File: config.mk
export PLATFORM = sky130hd
export DESIGN_NAME = ssr_status_top
export DESIGN_NICKNAME = d
export VERILOG_FILES = /design/src/ssr_pkg.sv /design/src/ssr_reg_set.sv /design/src/ssr_status_top.sv
export SDC_FILE = /design/constraint.sdc
export NUM_CORES = 2
export LEC_CHECK = 0
export BUFFER_PORTS_ARGS = -buffer_cell sky130_fd_sc_hd__buf_2
export CAP_MARGIN = 20
export CORE_MARGIN = 4
export CORE_UTILIZATION = 40
export DETAILED_ROUTE_END_ITERATION = 6
export GPL_TIMING_DRIVEN = 0
export PLACE_DENSITY = 0.61
export SLEW_MARGIN = 20
export SYNTH_ARGS = -nofsm -noshare
export SYNTH_HDL_FRONTEND = slang
export SYNTH_SLANG_ARGS = --single-unit
File: constraint.sdc
create_clock -name sys_clk_i -period 11 [get_ports sys_clk_i]
set_input_delay 1.65 -clock sys_clk_i [delete_from_list [all_inputs] [get_ports sys_clk_i]]
set_output_delay 1.65 -clock sys_clk_i [all_outputs]
set_load 0.05 [all_outputs]
File: src/ssr_pkg.sv
`default_nettype none
package ssr_pkg;
   // register sets reachable through the query port
   localparam logic [2:0] SET_MEAS  = 3'h0;
   localparam logic [2:0] SET_SENSE = 3'h1;
   localparam logic [2:0] SET_TRIG  = 3'h2;
   localparam logic [2:0] SET_ULF   = 3'h3;
   localparam logic [2:0] SET_QUES  = 3'h4;
   localparam logic [2:0] SET_CAL   = 3'h5;
   localparam logic [2:0] SET_POW   = 3'h6;
   localparam int         NUM_SETS  = 7;

   // register within a set
   localparam logic [2:0] REG_COND  = 3'h0;
   localparam logic [2:0] REG_EVENT = 3'h1;
   localparam logic [2:0] REG_ENAB  = 3'h2;
   localparam logic [2:0] REG_PTR   = 3'h3;
   localparam logic [2:0] REG_NTR   = 3'h4;

   localparam int REG_W = 15;

   // field positions
   localparam int BIT_STATUS   = 1;
   localparam int BIT_CALC_LO  = 3;
   localparam int BIT_Q_POWER  = 3;
   localparam int BIT_Q_CAL    = 8;
   localparam int BIT_Q_SELFT  = 9;

   // preset and reset values of the filters
   localparam logic [14:0] ENAB_ONES  = 15'h7FFF;
   localparam logic [14:0] ENAB_ZEROS = 15'h0000;
   localparam logic [14:0] PTR_PRESET = 15'h7FFF;
   localparam logic [14:0] NTR_PRESET = 15'h0000;

   // error queue
   localparam int          ERRQ_DEPTH = 30;
   localparam int          ERR_CODE_W = 16;
   localparam int          ERR_MSG_W  = 8;
   localparam logic [15:0] ERR_NONE      = 16'h0000;
   localparam logic [15:0] ERR_OVERFLOW  = 16'hFEA2;
   localparam logic [7:0]  MSG_NO_ERROR  = 8'h00;
   localparam logic [7:0]  MSG_OVERFLOW  = 8'h01;
endpackage : ssr_pkg
`default_nettype wire

File: src/ssr_reg_set.sv
`default_nettype none
module ssr_reg_set #(
   parameter logic [14:0] PRESET_EN = ssr_pkg::ENAB_ONES
) (
   // clock and reset
   input  wire logic        sys_clk_i,
   input  wire logic        rst_i,
   // condition source
   input  wire logic [14:0] cond_i,
   // software access
   input  wire logic        wr_enab_i,
   input  wire logic        wr_ptr_i,
   input  wire logic        wr_ntr_i,
   input  wire logic [14:0] wdata_i,
   input  wire logic        ev_rd_i,
   input  wire logic        preset_i,
   // state
   output logic      [14:0] cond_o,
   output logic      [14:0] event_o,
   output logic      [14:0] enab_o,
   output logic      [14:0] ptr_o,
   output logic      [14:0] ntr_o,
   output logic             summary_o
);

   logic [14:0] cond_q;
   logic [14:0] event_q;
   logic [14:0] enab_q;
   logic [14:0] ptr_q;
   logic [14:0] ntr_q;
   logic [14:0] latch_vec;

   assign latch_vec = (cond_i & ~cond_q & ptr_q) | (~cond_i & cond_q & ntr_q);

   always_ff @(posedge sys_clk_i) begin
      if (rst_i) begin
         cond_q <= '0;
      end else begin
         cond_q <= cond_i;
      end
   end

   // a new edge in the read cycle survives the clear
   always_ff @(posedge sys_clk_i) begin
      if (rst_i) begin
         event_q <= '0;
      end else begin
         event_q <= (ev_rd_i ? 15'h0000 : event_q) | latch_vec;
      end
   end

   // preset beats a write in the same cycle
   always_ff @(posedge sys_clk_i) begin
      if (rst_i || preset_i) begin
         enab_q <= PRESET_EN;
         ptr_q  <= ssr_pkg::PTR_PRESET;
         ntr_q  <= ssr_pkg::NTR_PRESET;
      end else begin
         if (wr_enab_i) begin
            enab_q <= wdata_i;
         end
         if (wr_ptr_i) begin
            ptr_q <= wdata_i;
         end
         if (wr_ntr_i) begin
            ntr_q <= wdata_i;
         end
      end
   end

   assign cond_o    = cond_q;
   assign event_o   = event_q;
   assign enab_o    = enab_q;
   assign ptr_o     = ptr_q;
   assign ntr_o     = ntr_q;
   assign summary_o = |(event_q & enab_q);
endmodule : ssr_reg_set
`default_nettype wire

File: src/ssr_status_top.sv
`default_nettype none
module ssr_status_top #(
   parameter int ERRQ_DEPTH = ssr_pkg::ERRQ_DEPTH
) (
   // clock and reset
   input  wire logic        sys_clk_i,
   input  wire logic        rst_i,
   // command and query port
   input  wire logic        cmd_valid_i,
   input  wire logic        cmd_write_i,
   input  wire logic [2:0]  cmd_set_i,
   input  wire logic [2:0]  cmd_reg_i,
   input  wire logic [15:0] cmd_wdata_i,
   input  wire logic        preset_i,
   input  wire logic        clear_status_i,
   output logic             rsp_valid_o,
   output logic      [15:0] rsp_data_o,
   // activity sources
   input  wire logic        meas_active_i,
   input  wire logic        mem_reading_i,
   input  wire logic        trig_wait_enter_i,
   input  wire logic        acq_idle_enter_i,
   // limit and quality sources, index 0 sensing channel, 1..4 computation blocks
   input  wire logic        meas_done_i,
   input  wire logic [4:0]  ul_test_en_i,
   input  wire logic [4:0]  ul_fail_i,
   input  wire logic        overload_i,
   input  wire logic [3:0]  calc_err_i,
   input  wire logic        cal_done_i,
   input  wire logic        cal_err_i,
   input  wire logic        selftest_done_i,
   input  wire logic        selftest_pass_i,
   // error queue
   input  wire logic        err_push_i,
   input  wire logic [15:0] err_code_i,
   input  wire logic [7:0]  err_msg_i,
   input  wire logic        err_query_i,
   output logic             err_rsp_valid_o,
   output logic      [15:0] err_code_o,
   output logic      [7:0]  err_msg_o,
   output logic      [5:0]  err_count_o,
   // summaries toward the operation and top-level sets
   output logic      [3:0]  op_summary_o,
   output logic             ques_summary_o
);

   // spreads five source bits over status bit 1 and bits 3..6
   function automatic logic [14:0] src_map(input logic [4:0] s);
      logic [14:0] v;
      v = 15'h0000;
      v[ssr_pkg::BIT_STATUS] = s[0];
      v[ssr_pkg::BIT_CALC_LO +: 4] = s[4:1];
      return v;
   endfunction : src_map

   function automatic logic [4:0] ptr_inc(input logic [4:0] p);
      return (p == 5'(ERRQ_DEPTH - 1)) ? 5'h00 : 5'(p + 5'h01);
   endfunction : ptr_inc

   function automatic logic [4:0] ptr_dec(input logic [4:0] p);
      return (p == 5'h00) ? 5'(ERRQ_DEPTH - 1) : 5'(p - 5'h01);
   endfunction : ptr_dec

   // ---------------- condition sources
   logic       trig_q;
   logic [4:0] ul_q;
   logic [4:0] pq_q;
   logic [4:0] pq_seen_q;
   logic [4:0] pq_src;
   logic       cal_q;
   logic       err_since_cal_q;
   logic       st_q;

   // set wins when wait and idle land together
   always_ff @(posedge sys_clk_i) begin
      if (rst_i) begin
         trig_q <= 1'b0;
      end else if (trig_wait_enter_i) begin
         trig_q <= 1'b1;
      end else if (acq_idle_enter_i) begin
         trig_q <= 1'b0;
      end
   end

   always_ff @(posedge sys_clk_i) begin
      if (rst_i) begin
         ul_q <= '0;
      end else if (meas_done_i) begin
         ul_q <= (ul_q | (ul_test_en_i & ul_fail_i))
               & ~(ul_test_en_i & ~ul_fail_i);
      end
   end

   assign pq_src = {calc_err_i, overload_i};

   // errors during a measurement are kept when it completes; the next completion without them clears them
   always_ff @(posedge sys_clk_i) begin
      if (rst_i) begin
         pq_q      <= '0;
         pq_seen_q <= '0;
      end else begin
         pq_q <= pq_src
               | (pq_q & ~(meas_done_i ? ~(pq_seen_q | pq_src) : 5'h00));
         pq_seen_q <= meas_done_i ? 5'h00 : (pq_seen_q | pq_src);
      end
   end

   always_ff @(posedge sys_clk_i) begin
      if (rst_i) begin
         cal_q           <= 1'b0;
         err_since_cal_q <= 1'b0;
      end else begin
         if (cal_done_i && cal_err_i) begin
            cal_q <= 1'b1;
         end else if (cal_done_i && !err_since_cal_q && !err_push_i) begin
            cal_q <= 1'b0;
         end
         err_since_cal_q <= cal_done_i ? 1'b0 : (err_since_cal_q | err_push_i);
      end
   end

   always_ff @(posedge sys_clk_i) begin
      if (rst_i) begin
         st_q <= 1'b0;
      end else if (selftest_done_i) begin
         st_q <= !selftest_pass_i;
      end
   end

   // ---------------- register sets
   localparam int NUM_SETS_L = ssr_pkg::NUM_SETS;

   logic [14:0] cond_in [NUM_SETS_L];
   logic [14:0] cond_v  [NUM_SETS_L];
   logic [14:0] event_v [NUM_SETS_L];
   logic [14:0] enab_v  [NUM_SETS_L];
   logic [14:0] ptr_v   [NUM_SETS_L];
   logic [14:0] ntr_v   [NUM_SETS_L];
   logic [NUM_SETS_L-1:0] summ_v;

   logic cmd_rd;
   logic cmd_wr;
   assign cmd_rd = cmd_valid_i && !cmd_write_i;
   assign cmd_wr = cmd_valid_i && cmd_write_i;

   always_comb begin
      for (int i = 0; i < NUM_SETS_L; i++) begin
         cond_in[i] = 15'h0000;
      end
      cond_in[ssr_pkg::SET_MEAS][ssr_pkg::BIT_STATUS]  = meas_active_i;
      cond_in[ssr_pkg::SET_SENSE][ssr_pkg::BIT_STATUS] = mem_reading_i;
      cond_in[ssr_pkg::SET_TRIG][ssr_pkg::BIT_STATUS]  = trig_q;
      cond_in[ssr_pkg::SET_ULF]                        = src_map(ul_q);
      cond_in[ssr_pkg::SET_POW]                        = src_map(pq_q);
      cond_in[ssr_pkg::SET_CAL][ssr_pkg::BIT_STATUS]   = cal_q;
      cond_in[ssr_pkg::SET_QUES][ssr_pkg::BIT_Q_POWER] = summ_v[ssr_pkg::SET_POW];
      cond_in[ssr_pkg::SET_QUES][ssr_pkg::BIT_Q_CAL]   = summ_v[ssr_pkg::SET_CAL];
      cond_in[ssr_pkg::SET_QUES][ssr_pkg::BIT_Q_SELFT] = st_q;
   end

   for (genvar g = 0; g < NUM_SETS_L; g++) begin : g_set
      localparam logic [2:0] IDX = 3'(g);
      ssr_reg_set #(
         .PRESET_EN ((IDX == ssr_pkg::SET_QUES) ? ssr_pkg::ENAB_ZEROS : ssr_pkg::ENAB_ONES)
      ) u_set (
         .sys_clk_i (sys_clk_i),
         .rst_i     (rst_i),
         .cond_i    (cond_in[g]),
         .wr_enab_i (cmd_wr && cmd_set_i == IDX && cmd_reg_i == ssr_pkg::REG_ENAB),
         .wr_ptr_i  (cmd_wr && cmd_set_i == IDX && cmd_reg_i == ssr_pkg::REG_PTR),
         .wr_ntr_i  (cmd_wr && cmd_set_i == IDX && cmd_reg_i == ssr_pkg::REG_NTR),
         .wdata_i   (cmd_wdata_i[14:0]),
         .ev_rd_i   (cmd_rd && cmd_set_i == IDX && cmd_reg_i == ssr_pkg::REG_EVENT),
         .preset_i  (preset_i),
         .cond_o    (cond_v[g]),
         .event_o   (event_v[g]),
         .enab_o    (enab_v[g]),
         .ptr_o     (ptr_v[g]),
         .ntr_o     (ntr_v[g]),
         .summary_o (summ_v[g])
      );
   end

   // ---------------- query answers
   logic [14:0] rd_val;
   always_comb begin
      rd_val = 15'h0000;
      if (cmd_set_i < 3'(NUM_SETS_L)) begin
         unique case (cmd_reg_i)
            ssr_pkg::REG_COND:  rd_val = cond_v[cmd_set_i];
            ssr_pkg::REG_EVENT: rd_val = event_v[cmd_set_i];
            ssr_pkg::REG_ENAB:  rd_val = enab_v[cmd_set_i];
            ssr_pkg::REG_PTR:   rd_val = ptr_v[cmd_set_i];
            ssr_pkg::REG_NTR:   rd_val = ntr_v[cmd_set_i];
            default:            rd_val = 15'h0000;
         endcase
      end
   end

   always_ff @(posedge sys_clk_i) begin
      if (rst_i) begin
         rsp_valid_o <= 1'b0;
         rsp_data_o  <= '0;
      end else begin
         rsp_valid_o <= cmd_rd;
         if (cmd_rd) begin
            rsp_data_o <= {1'b0, rd_val};
         end
      end
   end

   always_ff @(posedge sys_clk_i) begin
      if (rst_i) begin
         op_summary_o   <= '0;
         ques_summary_o <= 1'b0;
      end else begin
         op_summary_o <= {summ_v[ssr_pkg::SET_ULF], summ_v[ssr_pkg::SET_TRIG],
                          summ_v[ssr_pkg::SET_SENSE], summ_v[ssr_pkg::SET_MEAS]};
         ques_summary_o <= summ_v[ssr_pkg::SET_QUES];
      end
   end

   // ---------------- error queue
   // pointers are deliberately outside reset so a reset keeps queued errors;
   // they rely on the power-up value instead
   logic [15:0] q_code [ERRQ_DEPTH];
   logic [7:0]  q_msg  [ERRQ_DEPTH];
   logic [4:0]  rd_ptr_q = 5'h00;
   logic [4:0]  wr_ptr_q = 5'h00;
   logic [5:0]  count_q  = 6'h00;
   logic        pop_ok;
   logic        q_full;
   logic        push_ok;
   logic        push_ovf;

   assign q_full   = (count_q == 6'(ERRQ_DEPTH));
   assign pop_ok   = err_query_i && (count_q != 6'h00) && !clear_status_i;
   assign push_ok  = err_push_i && (!q_full || pop_ok || clear_status_i);
   assign push_ovf = err_push_i && q_full && !pop_ok && !clear_status_i;

   // clear-status discards old entries; a push in the same cycle is kept
   always_ff @(posedge sys_clk_i) begin
      if (clear_status_i) begin
         rd_ptr_q <= 5'h00;
         wr_ptr_q <= push_ok ? 5'h01 : 5'h00;
         count_q  <= push_ok ? 6'h01 : 6'h00;
      end else begin
         if (pop_ok) begin
            rd_ptr_q <= ptr_inc(rd_ptr_q);
         end
         if (push_ok) begin
            wr_ptr_q <= ptr_inc(wr_ptr_q);
         end
         count_q <= 6'(count_q + 6'(push_ok) - 6'(pop_ok));
      end
   end

   always_ff @(posedge sys_clk_i) begin
      if (push_ok) begin
         q_code[clear_status_i ? 5'h00 : wr_ptr_q] <= err_code_i;
         q_msg[clear_status_i ? 5'h00 : wr_ptr_q]  <= err_msg_i;
      end else if (push_ovf) begin
         q_code[ptr_dec(wr_ptr_q)] <= ssr_pkg::ERR_OVERFLOW;
         q_msg[ptr_dec(wr_ptr_q)]  <= ssr_pkg::MSG_OVERFLOW;
      end
   end

   always_ff @(posedge sys_clk_i) begin
      if (rst_i) begin
         err_rsp_valid_o <= 1'b0;
         err_code_o      <= ssr_pkg::ERR_NONE;
         err_msg_o       <= ssr_pkg::MSG_NO_ERROR;
         err_count_o     <= '0;
      end else begin
         err_rsp_valid_o <= err_query_i;
         err_count_o     <= count_q;
         if (pop_ok) begin
            err_code_o <= q_code[rd_ptr_q];
            err_msg_o  <= q_msg[rd_ptr_q];
         end else if (err_query_i) begin
            err_code_o <= ssr_pkg::ERR_NONE;
            err_msg_o  <= ssr_pkg::MSG_NO_ERROR;
         end
      end
   end
endmodule : ssr_status_top
`default_nettype wire

* After elaboration in Yosys (flattened, before gate mapping)
Memory sizes are Yosys's and may differ from the RTL's. A register that Yosys moved wholly into a read port is not among the register bits.
Cells that the tools add are included.
** Operators by class
- $add $sub $neg :: 5
- Equal/unequal tests :: 13
- Reduce and logical (&&, ||, !) cells :: 82
- Muxes and demuxes :: 57
- Bitwise operators :: 76
- Order comparisons :: 2
- Div/mod/pow operators :: 0
- $mul :: 0
- Shift operators :: 0
** Operators with widths (count)
- 15-bit bitwise AND :: 28
- 15-bit two-way mux :: 18
- 15-bit binary-select mux with 3-bit select :: 5
- 15-bit bitwise OR :: 14
- 15-bit inverter :: 7
- 15-bit OR reduction :: 7
- 15-bit case mux with 5 select lines :: 1
- 5-bit two-way mux :: 13
- 2-bit by 15-bit bitwise AND with 15-bit output :: 4
- 2-bit inverter with 15-bit output :: 4
- 1-bit logical AND :: 53
- 16-bit two-way mux :: 3
- 7-bit by 15-bit bitwise AND with 15-bit output :: 2
- 7-bit inverter with 15-bit output :: 2
- 8-bit two-way mux :: 3
- 5-bit bitwise AND :: 4
- 5-bit inverter :: 4
- 16-bit OR reduction :: 1
- 10-bit by 15-bit bitwise AND with 15-bit output :: 1
- 10-bit inverter with 15-bit output :: 1
- 5-bit bitwise OR :: 3
- 1-bit two-way mux :: 13
- 3-bit by 2-bit == test with 1-bit output (second input constant) :: 4
- 3-bit == test (second input constant) :: 4
- other kinds (20) :: 36
** Storage, ports and cells
- Logic and storage cells :: 297
- Latch bits :: 0
- Register bits :: 612
- RAM bits :: 720
- Memory bits (read-only) :: 0
- Memories :: 2
- Output and inout bits :: 53
** Memory list
- q_code :: words 30, width 16, rd ports 1, clocked after Yosys merged registers in 1, wr ports 1, RTL line ssr_status_top.sv:226 : logic [15:0] q_code [ERRQ_DEPTH];
- q_msg :: words 30, width 8, rd ports 1, clocked after Yosys merged registers in 1, wr ports 1, RTL line ssr_status_top.sv:227 : logic [7:0] q_msg [ERRQ_DEPTH];

* Longest topological paths before layout
- Depth after elaboration :: 11
- Depth in mapped cells :: 14

* Hierarchy
Synthesis repeated with hierarchy kept, for this count alone.
** Unflattened totals
- Cell total of the unflattened synthesis :: 4040
- Area, all modules :: 56116.3 µm²
** By module, submodules not included
- ssr_status_top :: instances 1, area each 36467.5 µm², cells each 2179
- ssr_reg_set at g_set[0].u_set ... :: instances 6, area each 2803.9 µm², cells each 266
- ssr_reg_set at g_set[4].u_set :: instances 1, area each 2825.2 µm², cells each 265

* Worst setup path before layout
OpenSTA, ideal clock, no wires.
- Path kind :: input to register
- Start :: in clear_status_i
- End :: mem q_code[14][0] (enable)
- Data required time :: 10.565 ns
- Slack :: 5.991 ns
- Stages on the path :: 5
- Arrival :: 4.574 ns
- Cell sequence :: buf_2 nor4b_2 nand3_2 o41a_1 nor3_1
** Between the ends
- Word-level cells in the longest chain between the ends :: 10
- Elaborated cells between the ends (all ways) :: 17
- Classes of those cells :: mux: 8; reduce/logical: 9
** Ends and longest elaborated chain
- from (decl) :: RTL line ssr_status_top.sv:15 : input wire logic clear_status_i,
- 1-bit logical NOT :: RTL line ssr_status_top.sv:237, ssr_status_top.sv:239
- 1-bit logical AND :: RTL line ssr_status_top.sv:237 : assign pop_ok = err_query_i && (count_q != 6'h00) && !clear_status_i;
- 1-bit logical NOT :: RTL line ssr_status_top.sv:239 : assign push_ovf = err_push_i && q_full && !pop_ok && !clear_status_i;
- 1-bit logical AND (2 in series) :: RTL line ssr_status_top.sv:239
- 1-bit two-way mux :: RTL line ssr_status_top.sv:262 : end else if (push_ovf) begin
- 1-bit two-way mux :: RTL line ssr_status_top.sv:259 : if (push_ok) begin
- 1-bit two-way mux (implied by the code) :: RTL line ssr_status_top.sv:263 : q_code[ptr_dec(wr_ptr_q)] <= ssr_pkg::ERR_OVERFLOW;
- 16-bit OR reduction (no source line)
- 5-bit two-way mux (no source line) or 1-bit two-way mux (tied branches)
- to (decl) :: RTL line ssr_status_top.sv:226
Parallel ways exist; a longest one is shown, timed or not.

* Worst setup path after layout
- Start :: in clear_status_i
- End :: mem q_msg[15][3] (enable)
** Between the ends
- Word-level cells in the longest chain between the ends :: 10
- Elaborated cells between the ends (all ways) :: 17
- Classes of those cells :: mux: 8; reduce/logical: 9
** Ends and longest elaborated chain
- 1-bit logical NOT :: RTL line ssr_status_top.sv:237, ssr_status_top.sv:239
- 1-bit logical AND :: RTL line ssr_status_top.sv:237
- 1-bit logical NOT :: RTL line ssr_status_top.sv:239
- 1-bit logical AND (2 in series) :: RTL line ssr_status_top.sv:239
- 1-bit two-way mux :: RTL line ssr_status_top.sv:262
- 1-bit two-way mux :: RTL line ssr_status_top.sv:259
- 1-bit two-way mux (implied by the code) :: RTL line ssr_status_top.sv:264 : q_msg[ptr_dec(wr_ptr_q)] <= ssr_pkg::MSG_OVERFLOW;
- 8-bit OR reduction (no source line)
- 5-bit two-way mux (no source line) or 1-bit two-way mux (tied branches)
- to (decl) :: RTL line ssr_status_top.sv:227
Parallel ways exist; a longest one is shown, timed or not.

==> impl_summary.txt <==
----------------------------------------------------
[Critical path]
  Source of the worst register-to-register timing path ... count_q[3]
  Data required time of the critical path ... around 11000 ps
  Worst reg-to-reg setup slack ... 7210 ps
  CP endpoint kind ... flop
  Nature of the critical path startpoint ... input pin
  Gate family responsible for the most delay along the worst path ... simple AND/OR/NAND/NOR gates
  Top cell by count, worst path ... sky130_fd_sc_hd__buf_4
  Crit Path Category ... in -> reg
  CP max FO ... 10
  Length in cells of the worst reg-to-reg path ... 7
  Slowest stage cell, crit path ... sky130_fd_sc_hd__o41a_1
  Data arrival time of the critical path ... 4810 ps
  Count of buffering cells on the critical path with inverters included ... 3
  Capture point of the worst reg-to-reg path ... q_msg[15][3]
  Setup crit start ... clear_status_i
  CP max stage delay ... approximately 840 ps
  Ordered cell list for the critical path ... buf_2 -> nor4b_2 -> nand3_2 -> o41a_1 -> nor3_2 -> buf_4 -> buf_4

[Clock network]
  Clock sinks ... about 1200
  Post-CTS Setup Inserts ... 0
  Number of CTS-inserted buffers ... 117
  Largest buffer count on any clock path ... 3
  Number of levels the H-tree was split into ... 3
  CTS Hold Bufs ... 0
  Cell chosen for the clock root ... sky130_fd_sc_hd__clkbuf_16
  Post-CTS clock slew at the launch and capture registers of the worst setup and hold paths ... around 60 ps
  Clk Latency, worst-skew pair ... around 790 ps
  Clock tree from TritonCTS ... done
  Number of gates resized after cts ... 0

[STA]
  Worst-case setup margin in the final layout ... ~6600 ps
  RSZ-0062 raised after global routing ... false
  Maximum frequency from static timing analysis ... about 0.23 GHz
  Slew margin rel. ... about 30%
  Hold Worst Slack ... roughly 450 ps
  Final setup violation count ... 0
  Worst-case clock skew ... roughly 87 ps
  Final min period ... ~4400 ps
  Sum of negative setup slack ... 0 ps
  Tcrit/Tclk final ... 39.6%
  Count of final max-slew check failures ... 0
  Final number of hold-violating endpoints ... 0
  Slew at the pin closest to its max-slew limit ... between 1000 and 1500 ps

[Power and ir drop]
  Sequential group share of total power ... between 40 and 50%
  Total Power ... 10.2 mW
  Int Pwr ... roughly 7.6 mW
  Switching Fraction ... about 25%
  Clock network fraction of total power ... ~41%
  Cell Pwr Density ... around 190 nW/um2
  Comb power frac ... 12.4%
  NetSw ... about 2.6 mW
  Largest voltage drop on the vdd net ... approximately 0.00014 V
  Leakage Power ... ~19 nW

[Placed design]
  Setup slack after placement ... a little under 6000 ps
  Routability congestion estimate ... between 0.9 and 1
  Detailed placer's ending HPWL ... between 100 and 150 mm
  I/O Buffers ... ~120
  Post-place instance area ... a little over 50000 um2
  Dpl cells ... 5198

[Synth]
  Avg Cell Area, Syn ... 13.5 um2
  FF+latch count, synth ... approximately 1200
  Sequential fraction of the synthesis area ... roughly two thirds
  Synthesized-area fraction occupied by ao, oa, aoi and oai cells ... about 6.1%
  Instance count of the mapped netlist ... roughly 3500
  Number of enable flip-flop cells after synthesis ... around 730
  Post-Synth Adder-Cell Area ... less than 1%
  Fraction of the mapped netlist area in simple logic gates ... 11.3%
  Combinational family with the most area after synthesis ... multiplexers
  Proportion of synthesized flip-flops having asynchronous set or reset ... 0%
  Net count after synthesis ... approximately 3600
  Number of warnings issued by yosys ... 0
  XOR/XNOR Fraction of Synth Area ... less than 1%
  Commonest register cell after synthesis ... sky130_fd_sc_hd__edfxtp_1
  Unique masters post-synth ... 87
  Cell area after technology mapping ... around 47000 um2
  Share of cell area taken by muxes after synthesis ... between 10% and 20%

[Floorplanning]
  Area enclosed by the die boundary ... between 100000 and 150000 um2
  Initial Utilization ... ~40%
  Floorplan core area ... around 120000 um2
  Horizontal die dimension ... 351 um
  I/O pin count ... ~130
  Site Rows ... between 100 and 150
  Die Y ... roughly 350 um

[Routing]
  Initial DRT Pass Iterations ... 6
  Total number of vias ... roughly 32000
  Post-detailed-route via-to-cell ratio ... just under 6
  Remaining DRCs ... 0
  Iteration-0 DRC Markers ... roughly 3800
  Total wire length after detailed routing ... roughly 150 mm
  Number of nets with antenna violations after detailed routing ... 0
  Detail-routed net length per standard cell ... 27.1 um

[Finish]
  Fraction of layout instances using a drive strength above 1 ... 20.1%
  Area overhead of the layout relative to synthesis ... 16.5%
  Summed area of non-filler cells in the final layout ... roughly 55000 um2
  Layout net count ... 3887
  Fill cell total of the finished layout ... 10200
  Fin util ... about 47%
  Number of non-filler instances in the completed layout ... between 5000 and 6000

[Hold path]
  Instance count along the most critical hold path ... 1
  Hold WC Path Type ... reg -> reg
  Endpoint with the worst hold slack ... pq_seen_q[3]
  Worst hold path startpoint ... pq_seen_q[3]

[GRT]
  Initial antenna violation count ... 10
  Overall global routing resource usage ... 23.6%
  Vias in the first global route ... a little over 30000
  Wire length of the first global-routing pass ... 211 mm
  Largest net degree at the start of global routing ... 31
  Total congestion overflow after global routing ... 0

[Job]
  Count of maximum capacitance violations ... 0

[Status]
  Run status ... complete, no violations

----------------------------------------------------
[power by group through the flow]
| stage | registers (mW) | logic [mW] | clock network, mW |
|---|---|---|---|
| 5_1_grt | 4.74 | 1.34 | 4.42 |
| 4_1_cts | 4.74 | 1.27 | 4.23 |
| 6_report | 4.74 | 1.27 | 4.19 |
| 3_5_place_dp | 4.83 | 1.27 | 0 |
| 2_1_floorplan | 4.87 | 0.817 | 0 |
| 3_3_place_gp | 4.84 | 1.23 | 0 |
[state kept, by name, summed over array words and instances (netlist names), 5 cells and up, named ones only]
signal / flops
count_q: 6
err_code_o: 16
err_count_o: 6
err_msg_o: 8
g_set.u_set.cond_o: 17
g_set.u_set.enab_o: 105
g_set.u_set.event_o: 17
g_set.u_set.ntr_o: 105
g_set.u_set.ptr_o: 105
pq_q: 5
pq_seen_q: 5
q_code: 480
q_msg: 240
rd_ptr_q: 5
rsp_data_o: 15
wr_ptr_q: 5
[cells in the mapped netlist, drive strengths merged, types with 11 or more instances]
cell | count | area share, %
edfxtp | 725 | 46
nand2 | 648 | 5.2
dfxtp | 436 | 19
nand3 | 207 | 2.2
mux4 | 203 | 10
nor2 | 167 | 1.4
mux2i | 138 | 2.9
clkbuf | 136 | 1.1
a21oi | 125 | 1.3
buf | 107 | 1.6
mux2 | 58 | 1.4
o21ai | 42 | 0.45
a22oi | 36 | 0.57
inv | 35 | 0.28
nor2b | 35 | 0.46
nor3 | 31 | 0.40
o211ai | 30 | 0.48
nand2b | 26 | 0.34
o22ai | 26 | 0.34
a221oi | 24 | 0.45
a221o | 22 | 0.47
nand3b | 19 | 0.30
o221ai | 18 | 0.33
and2 | 15 | 0.20
ha | 15 | 0.40
nor3b | 11 | 0.21
[kinds of logic (layout without fill, tap and decap cells)]
family,Yosys count,in the layout
flip-flops,1161,1161
XOR/XNOR,12,12
adder cells (fa/ha/maj),16,16
other,1,7
buffers and inverters,280,695
AO/OA/AOI/OAI,414,414
multiplexers,399,399
AND/OR/NAND/NOR,1199,1199
[layout make-up]
type	instances	area [um2]	area share (%)
diodes	6	15.0	0.0273
plain buffers	244	1290	2.36
clock buffers	165	3310	6.03
clock inverters	58	778	1.42
inverters	36	135	0.246
multi-input cells	2041	15500	28.2
flip-flops and latches	1161	30500	55.5
well taps	1524	1910	3.47
repair buffers	192	1510	2.74
[worst max path at each step]
stage                     slack, ps            end  cells after the start
after global routing           6570   q_msg[15][1]                      7
final                          6650   q_msg[15][3]                      7
after detailed placement       5950   q_msg[15][3]                      7
after global placement         2960   q_code[3][8]                      7
after floorplan                5990  q_code[14][0]                      5
after CTS                      6760   q_msg[15][6]                      7
[cells in the final DEF, fill, tap and decap left out, types with 26 or more instances in the layout]
cell type and instances:
sky130_fd_sc_hd__clkbuf_1 162, sky130_fd_sc_hd__mux4_2 171, sky130_fd_sc_hd__mux2_2 58, sky130_fd_sc_hd__o21ai_0 33, sky130_fd_sc_hd__buf_4 65, sky130_fd_sc_hd__buf_6 27, sky130_fd_sc_hd__dfxtp_1 436, sky130_fd_sc_hd__a21oi_1 124
sky130_fd_sc_hd__a22oi_1 36, sky130_fd_sc_hd__nor2b_1 35, sky130_fd_sc_hd__buf_2 180, sky130_fd_sc_hd__nand2_1 648, sky130_fd_sc_hd__nand3_1 206, sky130_fd_sc_hd__clkbuf_16 119, sky130_fd_sc_hd__edfxtp_1 725, sky130_fd_sc_hd__inv_1 33
sky130_fd_sc_hd__o22ai_1 26, sky130_fd_sc_hd__mux2i_1 138, sky130_fd_sc_hd__o211ai_1 30, sky130_fd_sc_hd__mux4_1 32, sky130_fd_sc_hd__nor2_1 144
[per-layer routing]
layer / GRT usage (%) / vias to the layer above / part of all wire, %
met4: 9.73 / 4 / 4.5
li1: - / 13700 / -
met1: 31.6 / 16000 / 40
met3: 5.49 / 319 / 9.4
met5: 0 / - / 0.018
met2: 37.2 / 1552 / 46
(Power assumes the default switching activity.)
